File: src/core/spm_cfg.svh
// Constants for the shared pin function multiplexer.
`ifndef SPM_CFG_SVH
`define SPM_CFG_SVH

// Register bus geometry.
`define SPM_ADDR_W 4
`define SPM_DATA_W 8

// Register offsets.
`define SPM_OFS_DATA 4'h0
`define SPM_OFS_DIR 4'h1
`define SPM_OFS_PULL 4'h2
`define SPM_OFS_IRQC 4'h3
`define SPM_OFS_IRQS 4'h4
`define SPM_OFS_OWN1 4'h5
`define SPM_OFS_OWN2 4'h6

// Field positions of the interrupt pin control register.
`define SPM_IRQC_EN 0
`define SPM_IRQC_RISE 1
`define SPM_IRQC_PE 2

// Field positions of the interrupt pin status register.
`define SPM_IRQS_SENSE 0
`define SPM_IRQS_RAW 1

// Reset values.
`define SPM_RST_BIT 1'b0
`define SPM_RST_IRQC 3'h0

// Pins that carry the keyboard interrupt module as first alternate.
`define SPM_KB_MASK 8'h8d

`endif

File: src/core/spm_pkg.sv
// Types shared by the shared pin function multiplexer.
package spm_pkg;

  // One peripheral's claim on a pin.
  typedef struct packed {
    logic en;
    logic oe;
    logic out;
  } spm_alt_type;

  // What the pad sees from the logic.
  typedef struct packed {
    logic oe;
    logic out;
    logic pu;
    logic pd;
  } spm_drive_type;

  // Who controls a pin.
  typedef enum logic [1:0] {
    SPM_OWN_PORT,
    SPM_OWN_ALT1,
    SPM_OWN_ALT2
  } spm_owner_type;

  // Interrupt pin control bits.
  typedef struct packed {
    logic pe;
    logic rise;
    logic en;
  } spm_irqc_type;

endpackage

File: src/core/spm_irq_pin.sv
// Enable and pull selection for the external interrupt pin.
`timescale 1ns/1ns
module spm_irq_pin (
  // Control.
  input wire spm_pkg::spm_irqc_type ctl,
  // Synchronised pin level.
  input wire logic level,
  // Results.
  output logic pu,
  output logic pd,
  output logic sense,
  output logic branch
);

  // A disabled pin gives no source, no pull and no branch level.
  always_comb begin
    sense = ctl.en & level;
    branch = ctl.en & level;
    pu = ctl.en & ctl.pe & ~ctl.rise;
    pd = ctl.en & ctl.pe & ctl.rise;
  end

endmodule

File: src/core/spm_pin_cell.sv
// Priority and pad control for one shared pin.
`timescale 1ns/1ns
module spm_pin_cell #(
  parameter bit KB_PIN = 1'b0
) (
  // Port registers for this pin.
  input wire logic dir,
  input wire logic data,
  input wire logic pull_en,
  // Peripheral claims.
  input wire spm_pkg::spm_alt_type alt1,
  input wire spm_pkg::spm_alt_type alt2,
  input wire logic kb_rise,
  // Result.
  output spm_pkg::spm_drive_type drive,
  output spm_pkg::spm_owner_type owner
);

  // Pick the owner and derive the pad controls from it.
  always_comb begin
    owner = spm_pkg::SPM_OWN_PORT;
    drive.oe = dir;
    drive.out = data;
    if (alt2.en) begin
      owner = spm_pkg::SPM_OWN_ALT2;
      drive.oe = alt2.oe;
      drive.out = alt2.out;
    end else if (alt1.en) begin
      owner = spm_pkg::SPM_OWN_ALT1;
      drive.oe = alt1.oe;
      drive.out = alt1.out;
    end
    // Pull only acts while the buffer is off.
    drive.pu = pull_en & ~drive.oe;
    drive.pd = 1'b0;
    if (KB_PIN && owner == spm_pkg::SPM_OWN_ALT1 && kb_rise) begin
      drive.pd = drive.pu;
      drive.pu = 1'b0;
    end
  end

endmodule

File: src/core/spm_top.sv
// Shared pin function multiplexer with port registers and interrupt pin.
`timescale 1ns/1ns
`include "spm_cfg.svh"
module spm_top #(
  parameter int N = 8,
  parameter logic [7:0] KB_MASK = `SPM_KB_MASK
) (
  // Clock and reset.
  input wire logic sys_clk,
  input wire logic nrst,
  // Register port.
  input wire logic [`SPM_ADDR_W-1:0] reg_addr,
  input wire logic [`SPM_DATA_W-1:0] reg_wdata,
  input wire logic reg_wr,
  input wire logic reg_rd,
  output logic [`SPM_DATA_W-1:0] reg_rdata,
  // First alternate function claims, one per pin.
  input wire spm_pkg::spm_alt_type [N-1:0] alt1,
  // Second alternate function claims, one per pin.
  input wire spm_pkg::spm_alt_type [N-1:0] alt2,
  // Keyboard module rising or high sensitivity, one per pin.
  input wire logic [N-1:0] kb_rise,
  // Shared pads.
  input wire logic [N-1:0] pin_in,
  output logic [N-1:0] pin_out,
  output logic [N-1:0] pin_oe,
  output logic [N-1:0] pin_pu,
  output logic [N-1:0] pin_pd,
  // Synchronised pad levels for the peripherals.
  output logic [N-1:0] periph_in,
  // External interrupt pad.
  input wire logic irq_pin_in,
  output logic irq_pin_pu,
  output logic irq_pin_pd,
  // Interrupt pin to request logic and to the branch instructions.
  output logic irq_sense,
  output logic branch_if_pin_level
);

  // Every register of the block.
  typedef struct packed {
    logic [N-1:0] sync1;
    logic [N-1:0] sync2;
    logic irq_sync1;
    logic irq_sync2;
    logic [N-1:0] data;
    logic [N-1:0] dir;
    logic [N-1:0] pull;
    spm_pkg::spm_irqc_type irqc;
    logic [`SPM_DATA_W-1:0] rdata;
    logic [N-1:0] pin_out;
    logic [N-1:0] pin_oe;
    logic [N-1:0] pin_pu;
    logic [N-1:0] pin_pd;
    logic [N-1:0] own1;
    logic [N-1:0] own2;
    logic irq_pu;
    logic irq_pd;
    logic irq_sense;
    logic branch;
  } spm_state_type;

  spm_state_type state_ff;
  spm_state_type nxt_state;

  // Combinational results of the pin cells and interrupt pin.
  spm_pkg::spm_drive_type [N-1:0] drive;
  spm_pkg::spm_owner_type [N-1:0] owner;
  logic irq_pu_c;
  logic irq_pd_c;
  logic irq_sense_c;
  logic irq_branch_c;

  // Decoded register accesses.
  logic wr_data;
  logic wr_dir;
  logic wr_pull;
  logic wr_irqc;

  // Readback values widened to the data bus.
  logic [`SPM_DATA_W-1:0] rb_data;
  logic [`SPM_DATA_W-1:0] rb_dir;
  logic [`SPM_DATA_W-1:0] rb_pull;
  logic [`SPM_DATA_W-1:0] rb_irqc;
  logic [`SPM_DATA_W-1:0] rb_irqs;
  logic [`SPM_DATA_W-1:0] rb_own1;
  logic [`SPM_DATA_W-1:0] rb_own2;

  // One priority cell per shared pin.
  generate
    for (genvar i = 0; i < N; i++) begin : g_pin
      spm_pin_cell #(
        .KB_PIN(KB_MASK[i])
      ) u_cell (
        .dir(state_ff.dir[i]),
        .data(state_ff.data[i]),
        .pull_en(state_ff.pull[i]),
        .alt1(alt1[i]),
        .alt2(alt2[i]),
        .kb_rise(kb_rise[i]),
        .drive(drive[i]),
        .owner(owner[i])
      );
    end
  endgenerate

  // External interrupt pin control.
  spm_irq_pin u_irq (
    .ctl(state_ff.irqc),
    .level(state_ff.irq_sync2),
    .pu(irq_pu_c),
    .pd(irq_pd_c),
    .sense(irq_sense_c),
    .branch(irq_branch_c)
  );

  // Write decode; writes to unmapped or read-only offsets are dropped.
  always_comb begin
    wr_data = reg_wr && (reg_addr == `SPM_OFS_DATA);
    wr_dir = reg_wr && (reg_addr == `SPM_OFS_DIR);
    wr_pull = reg_wr && (reg_addr == `SPM_OFS_PULL);
    wr_irqc = reg_wr && (reg_addr == `SPM_OFS_IRQC);
  end

  // Readback for each register, with bits above the pins reading zero.
  always_comb begin
    rb_data = '0;
    rb_dir = '0;
    rb_pull = '0;
    rb_irqc = '0;
    rb_irqs = '0;
    rb_own1 = '0;
    rb_own2 = '0;
    for (int i = 0; i < N; i++) begin
      // Outputs read the latch, inputs read the pad.
      rb_data[i] = state_ff.dir[i] ? state_ff.data[i]
                                   : state_ff.sync2[i];
      rb_dir[i] = state_ff.dir[i];
      rb_pull[i] = state_ff.pull[i];
      rb_own1[i] = state_ff.own1[i];
      rb_own2[i] = state_ff.own2[i];
    end
    rb_irqc[`SPM_IRQC_EN] = state_ff.irqc.en;
    rb_irqc[`SPM_IRQC_RISE] = state_ff.irqc.rise;
    rb_irqc[`SPM_IRQC_PE] = state_ff.irqc.pe;
    rb_irqs[`SPM_IRQS_SENSE] = state_ff.irq_sense;
    rb_irqs[`SPM_IRQS_RAW] = state_ff.irq_sync2;
  end

  // Next value of every register.
  always_comb begin
    nxt_state = state_ff;

    // Two-stage synchronisers on every pad input.
    nxt_state.sync1 = pin_in;
    nxt_state.sync2 = state_ff.sync1;
    nxt_state.irq_sync1 = irq_pin_in;
    nxt_state.irq_sync2 = state_ff.irq_sync1;

    // Software writes to the port and interrupt pin registers.
    if (wr_data) begin
      nxt_state.data = reg_wdata[N-1:0];
    end
    if (wr_dir) begin
      nxt_state.dir = reg_wdata[N-1:0];
    end
    if (wr_pull) begin
      nxt_state.pull = reg_wdata[N-1:0];
    end
    if (wr_irqc) begin
      nxt_state.irqc.en = reg_wdata[`SPM_IRQC_EN];
      nxt_state.irqc.rise = reg_wdata[`SPM_IRQC_RISE];
      nxt_state.irqc.pe = reg_wdata[`SPM_IRQC_PE];
    end

    // Read data stand only in the cycle after the read strobe.
    nxt_state.rdata = '0;
    if (reg_rd) begin
      case (reg_addr)
        `SPM_OFS_DATA: begin
          nxt_state.rdata = rb_data;
        end
        `SPM_OFS_DIR: begin
          nxt_state.rdata = rb_dir;
        end
        `SPM_OFS_PULL: begin
          nxt_state.rdata = rb_pull;
        end
        `SPM_OFS_IRQC: begin
          nxt_state.rdata = rb_irqc;
        end
        `SPM_OFS_IRQS: begin
          nxt_state.rdata = rb_irqs;
        end
        `SPM_OFS_OWN1: begin
          nxt_state.rdata = rb_own1;
        end
        `SPM_OFS_OWN2: begin
          nxt_state.rdata = rb_own2;
        end
        default: begin
          nxt_state.rdata = '0;
        end
      endcase
    end

    // Register the pad controls chosen by the cells.
    for (int i = 0; i < N; i++) begin
      nxt_state.pin_oe[i] = drive[i].oe;
      nxt_state.pin_out[i] = drive[i].out;
      nxt_state.pin_pu[i] = drive[i].pu;
      nxt_state.pin_pd[i] = drive[i].pd;
      nxt_state.own1[i] = (owner[i] == spm_pkg::SPM_OWN_ALT1);
      nxt_state.own2[i] = (owner[i] == spm_pkg::SPM_OWN_ALT2);
    end

    // Register the interrupt pin results.
    nxt_state.irq_pu = irq_pu_c;
    nxt_state.irq_pd = irq_pd_c;
    nxt_state.irq_sense = irq_sense_c;
    nxt_state.branch = irq_branch_c;
  end

  // State register; reset leaves every pin an undriven input, no pull.
  always_ff @(posedge sys_clk or negedge nrst) begin
    if (!nrst) begin
      state_ff.sync1 <= {N{`SPM_RST_BIT}};
      state_ff.sync2 <= {N{`SPM_RST_BIT}};
      state_ff.irq_sync1 <= `SPM_RST_BIT;
      state_ff.irq_sync2 <= `SPM_RST_BIT;
      state_ff.data <= {N{`SPM_RST_BIT}};
      state_ff.dir <= {N{`SPM_RST_BIT}};
      state_ff.pull <= {N{`SPM_RST_BIT}};
      state_ff.irqc <= `SPM_RST_IRQC;
      state_ff.rdata <= '0;
      state_ff.pin_out <= {N{`SPM_RST_BIT}};
      state_ff.pin_oe <= {N{`SPM_RST_BIT}};
      state_ff.pin_pu <= {N{`SPM_RST_BIT}};
      state_ff.pin_pd <= {N{`SPM_RST_BIT}};
      state_ff.own1 <= {N{`SPM_RST_BIT}};
      state_ff.own2 <= {N{`SPM_RST_BIT}};
      state_ff.irq_pu <= `SPM_RST_BIT;
      state_ff.irq_pd <= `SPM_RST_BIT;
      state_ff.irq_sense <= `SPM_RST_BIT;
      state_ff.branch <= `SPM_RST_BIT;
    end else begin
      state_ff <= nxt_state;
    end
  end

  // Register port answer.
  assign reg_rdata = state_ff.rdata;

  // Pad controls, all straight from the state register.
  assign pin_out = state_ff.pin_out;
  assign pin_oe = state_ff.pin_oe;
  assign pin_pu = state_ff.pin_pu;
  assign pin_pd = state_ff.pin_pd;

  // Every peripheral sees the pad whether it owns it or not, so a
  // higher function taking over can toggle a lower module's input.
  assign periph_in = state_ff.sync2;

  // Interrupt pad and its consumers.
  assign irq_pin_pu = state_ff.irq_pu;
  assign irq_pin_pd = state_ff.irq_pd;
  assign irq_sense = state_ff.irq_sense;
  assign branch_if_pin_level = state_ff.branch;

endmodule

File: config.mk
export PLATFORM = sky130hd
export DESIGN_NAME = spm_top
export DESIGN_NICKNAME = d
export VERILOG_FILES = /design/src/core/spm_pkg.sv /design/src/core/spm_irq_pin.sv /design/src/core/spm_pin_cell.sv /design/src/core/spm_top.sv
export VERILOG_INCLUDE_DIRS = /design/src /design/src/core
export SDC_FILE = /design/constraint.sdc
export NUM_CORES = 1
export LEC_CHECK = 0
export BUFFER_PORTS_ARGS = -buffer_cell sky130_fd_sc_hd__buf_2
export CORE_AREA = 2 2 88 98
export CTS_CLUSTER_DIAMETER = 120
export CTS_CLUSTER_SIZE = 14
export DETAILED_ROUTE_END_ITERATION = 7
export DIE_AREA = 0 0 90 100
export MAX_ROUTING_LAYER = met4
export PLACE_DENSITY = 0.75
export SLEW_MARGIN = 20
export SYNTH_ARGS = -nofsm -noshare
export SYNTH_HDL_FRONTEND = slang
export SYNTH_SLANG_ARGS = --single-unit
File: constraint.sdc
create_clock -name sys_clk -period 1.5 [get_ports sys_clk]
set_input_delay 0.15 -clock sys_clk [delete_from_list [all_inputs] [get_ports sys_clk]]
set_output_delay 0.15 -clock sys_clk [all_outputs]
set_load 0.01 [all_outputs]
# Yosys cells after proc, flatten, opt, wreduce, memory -nomap -nowiden
# Cells that the tools add are included.
# totals
regBits	100
latch_bits	0
ramBits	0
romBits	0
input_bits	81
wordCells	118
mem_count	0
# op_classes
addsub	0
multipliers	0
div	0
order_cmp	0
n_eq_ne	22
n_shift	0
mux	46
bitwise	21
reduce_logical	9
# op_table
cell	n
$mux 2	28
$pmux 8 s7	1
$eq 2x1->1 const B	8
$eq 2x2->1 const B	8
$mux 1	16
$and 1x1->1	12
$eq 4x3->1 const B	3
$not 1->1	9
$eq 4x2->1 const B	2
$logic_and 1x1->1	8
$mux 8	1
$eq 4x1->1 const B	1
$logic_not 4->1	1

# Logic depth before layout (Yosys ltp)
# logic_depth
depth_word	5
ltp_mapped	6
depth_no_buf	4

# Cells and area by module
# From an unflattened synthesis, not the netlist that was laid out.
# unflattened
cells_unflattened	368
area_unflattened_um2	4649.5
# modules_own_cells
module	instances	cells_each	area_each_um2	seq_area_each_um2
spm_top	1	272	3983.8	2627.5
spm_pin_cell (g_pin[0].u_cell ...)	4	12	86.3	0.0
spm_pin_cell (g_pin[1].u_cell ...)	4	11	72.6	0.0
spm_irq_pin	1	4	30.0	0.0

# Worst setup path after synthesis
# No wires, ideal clock.
# synth_timing
path_kind	input port to flip-flop
from	input port reg_addr[0]
to	register state_ff (netlist bit reg_rdata[3])
t_arrival_ns	1.008
required_time_ns	1.369
setup_slack_ns	0.360
cell_stages	5
path_buffers	1
path_cell_list	buf_4 > and2b_1 > nor2b_1 > a221oi_1 > a21oi_1
# synth_lines
item	line_no	text
start: declaration	spm_top.sv:12	input wire logic [`SPM_ADDR_W-1:0] reg_addr,
end signal: assignment	spm_top.sv:247	state_ff <= nxt_state;
end: declaration	spm_top.sv:63	spm_state_type state_ff;

==> results.sh <==
export IMPL_status="finished clean"
export IMPL_drtIter0Drc=177
export IMPL_period_minus_slack_ns=1.19
export IMPL_peakVddDrop_mv=0.567
export IMPL_cts_tree="done"
export IMPL_ys_seq_area_share_pct=64.0
export IMPL_grt_pass1_vias=2924
export IMPL_diodes=0
export IMPL_total_power_uw=5870
export IMPL_fin_crit_sh_pct=79.5
export IMPL_power_leakage_uw=0.00254
export IMPL_rsz0062_at_grt="no"
export IMPL_clk_latency_ns=0.37
export IMPL_start_util_pct=48.0
export IMPL_synth_area_per_cell_um2=12.5
export IMPL_regArea_mm2=0.00250
export IMPL_wirelength_mm=8.63
export IMPL_dieArea_mm2=0.00900
export IMPL_nets=550
export IMPL_start_kind="flop"
export IMPL_synthSimpleGateAreaFrac_pct=10.3
export IMPL_synthAdderAreaFrac_pct=0
export IMPL_setup_tns_ns=0
export IMPL_place_gp_congestion=0.888
export IMPL_synthCells=313
export IMPL_yosys_cell_types_count=33
export IMPL_clock_skew_ns=0.0123
export IMPL_post_route_drc_count=0
export IMPL_place_area_mm2=0.00465
export IMPL_ioPinCount=133
export IMPL_min_path_type="in2reg"
export IMPL_grt_antenna_before_repair=0
export IMPL_worst_setup_path_type="reg2reg"
export IMPL_utilization_pct=63.2
export IMPL_ctsHoldBuffers=30
export IMPL_required_ns=1.73
export IMPL_ff2ff_path_depth=4
export IMPL_arrival_ns=1.43
export IMPL_ant_nets=0
export IMPL_via_count=2907
export IMPL_largest_reg_flops=9
export IMPL_slew_viol_final=0
export IMPL_achievable_frequency_mhz=839
export IMPL_rows=35
export IMPL_layout_drive_gt1_share_pct=37.8
export IMPL_grt_ovfl_total=0
export IMPL_clk_path_buf_depth=2
export IMPL_core_area_mm2=0.00815
export IMPL_clk_pin_slew_ns=0.10
export IMPL_numPortBuffers=124
export IMPL_setup_viol=0
export IMPL_multi_input_comb_area_mm2=0.00131
export IMPL_tightest_slew_ns=0.510
export IMPL_dp_hpwl_mm=5.94
export IMPL_critPathMaxFanout=4
export IMPL_cap_violations=0
export IMPL_postCtsSetupRepairBufs=0
export IMPL_relSlewSlack_pct=66.0
export IMPL_die_w_um=90
export IMPL_synth_seq_cells=100
export IMPL_drtPass1Iterations=4
export IMPL_hold_viol_final=0
export IMPL_synth_xor_xnor_area_share_pct=0
export IMPL_clock_sinks=100
export IMPL_area_growth_pct=31.6
export IMPL_grtUsageTotal_pct=20.5
export IMPL_cts_made_buffers=9
export IMPL_fp_dieH_um=100
export IMPL_viasPerCell=4.97
export IMPL_min_path_cells=3
export IMPL_finalInstanceArea_mm2=0.00515
export IMPL_end_kind="flop"
export IMPL_p_per_area_mw_per_mm2=1140
export IMPL_synth_mux_area_fraction_pct=13.7
export IMPL_syn_area_mm2=0.00391
export IMPL_whs_ns=0.0205
export IMPL_fillers=657
export IMPL_cts_root_buf="clkbuf_8"
export IMPL_htree_levels=3
export IMPL_post_cts_resized=0
export IMPL_grt_max_degree=101
export IMPL_grt_pass1_wl_mm=13.9
export IMPL_ys_warn_count=0
export IMPL_wire_per_inst_um=14.7
export IMPL_synth_top_family_by_area="multiplexers"
export IMPL_synth_compound_area_share_pct=8.99
==> cells in the mapped netlist <==
master / number / area, µm²
nand3b_1: 2 / 15.0
a22o_1: 6 / 52.6
dfrtp_1: 100 / 2500
nor3_1: 1 / 5.00
a31oi_1: 1 / 6.26
or3_1: 1 / 6.26
mux2_2: 29 / 327
nor2_1: 23 / 86.3
and2b_1: 2 / 15.0
nor2b_1: 9 / 56.3
a221oi_1: 4 / 35.0
nor2_2: 1 / 6.26
nand2_1: 30 / 113
nand2b_1: 2 / 12.5
clkbuf_1: 9 / 33.8
conb_1: 1 / 3.75
o32ai_1: 1 / 8.76
o21ai_0: 23 / 115
and3_1: 1 / 6.26
o22ai_1: 1 / 6.26
inv_1: 5 / 18.8
buf_4: 6 / 45.0
and4_1: 1 / 8.76
a21oi_1: 12 / 60.1
and2_1: 1 / 6.26
nand3_2: 3 / 30.0
nand3_1: 5 / 25.0
o221a_1: 2 / 22.5
or4_4: 1 / 11.3
o211ai_1: 4 / 30.0
mux2i_1: 21 / 210
buf_2: 3 / 15.0
a22oi_1: 2 / 15.0
==> where the power goes <==
group	switching [µW]	total [µW]	leakage, µW	internal, µW
logic	453	958	0.00120	505
clock network	919	1700	0.0000935	786
registers	203	3210	0.00124	3010
total	1570	5870	0.00254	4300
==> routing by layer <==
layer	wire (µm)	global-route usage, %
met5	0	-
met4	178	8.05
met3	354	3.98
met2	4270	32.9
met1	3820	26.2
==> critical path, cell delays in order (launching register included) <==
cell,delay [ns]
dfrtp_1,0.40
nor2_1,0.05
a22o_1,0.20
a221oi_1,0.28
a21oi_1,0.12
==> final cells by class <==
| cell class | instances | share of cell area [%] |
|---|---|---|
| Clock buffer | 10 | 2.48 |
| Clock inverter | 6 | 1.39 |
| Inverter | 5 | 0.365 |
| Multi-Input combinational cell | 193 | 25.4 |
| Sequential cell | 100 | 48.6 |
| Tap cell | 111 | 2.70 |
| Timing Repair Buffer | 160 | 19.1 |
==> cell families after synthesis <==
logic type | after synthesis
DFF | 100
and+or+nand+nor | 83
AOI/OAI and AO/OA | 56
muxes | 50
buffers and inverters | 23
other | 1
==> stage by stage <==
stage / std cells / setup WS, ns
after CTS: 585 / 0.310
final: 585 / 0.308
after floorplan: 316 / 0.360
after global routing: 585 / 0.239
after global placement: 539 / 0.104
after detailed placement: 539 / 0.0828
==> final timing paths <==
path	from	slack (ns)	end
worst max-delay path	rb_dir[5]	0.31	reg_rdata[5]
worst min-delay path	alt2[10]	0.02	pin_oe[3]
worst max register to register	rb_dir[5]	0.31	reg_rdata[5]
worst min register to register	nxt_state[87]	0.35	rb_irqs[1]
max in group asynchronous	nrst	0.73	rb_own2[1]
min in group asynchronous	nrst	0.36	pin_out[3]
==> cells in the final DEF (no fill, tap or decap), types with 2 or more instances in the layout <==
cell and instances:
nand3_1 5, inv_1 5, o211ai_1 4, inv_6 2, clkbuf_8 9, nand2b_1 2
mux2i_1 21, conb_1 4, o221a_1 2, nor2_1 23, dlygate4sd3_1 30, mux2_2 29
nand2_1 30, a21oi_1 12, clkinvlp_4 2, buf_4 6, buf_2 123, and2b_1 2
dfrtp_1 100, o21ai_0 23, nor2b_1 9, a22o_1 6, a22oi_1 2, a221oi_1 4
nand3b_1 2, nand3_2 3
Note: power is estimated with default switching activity, not from simulation.
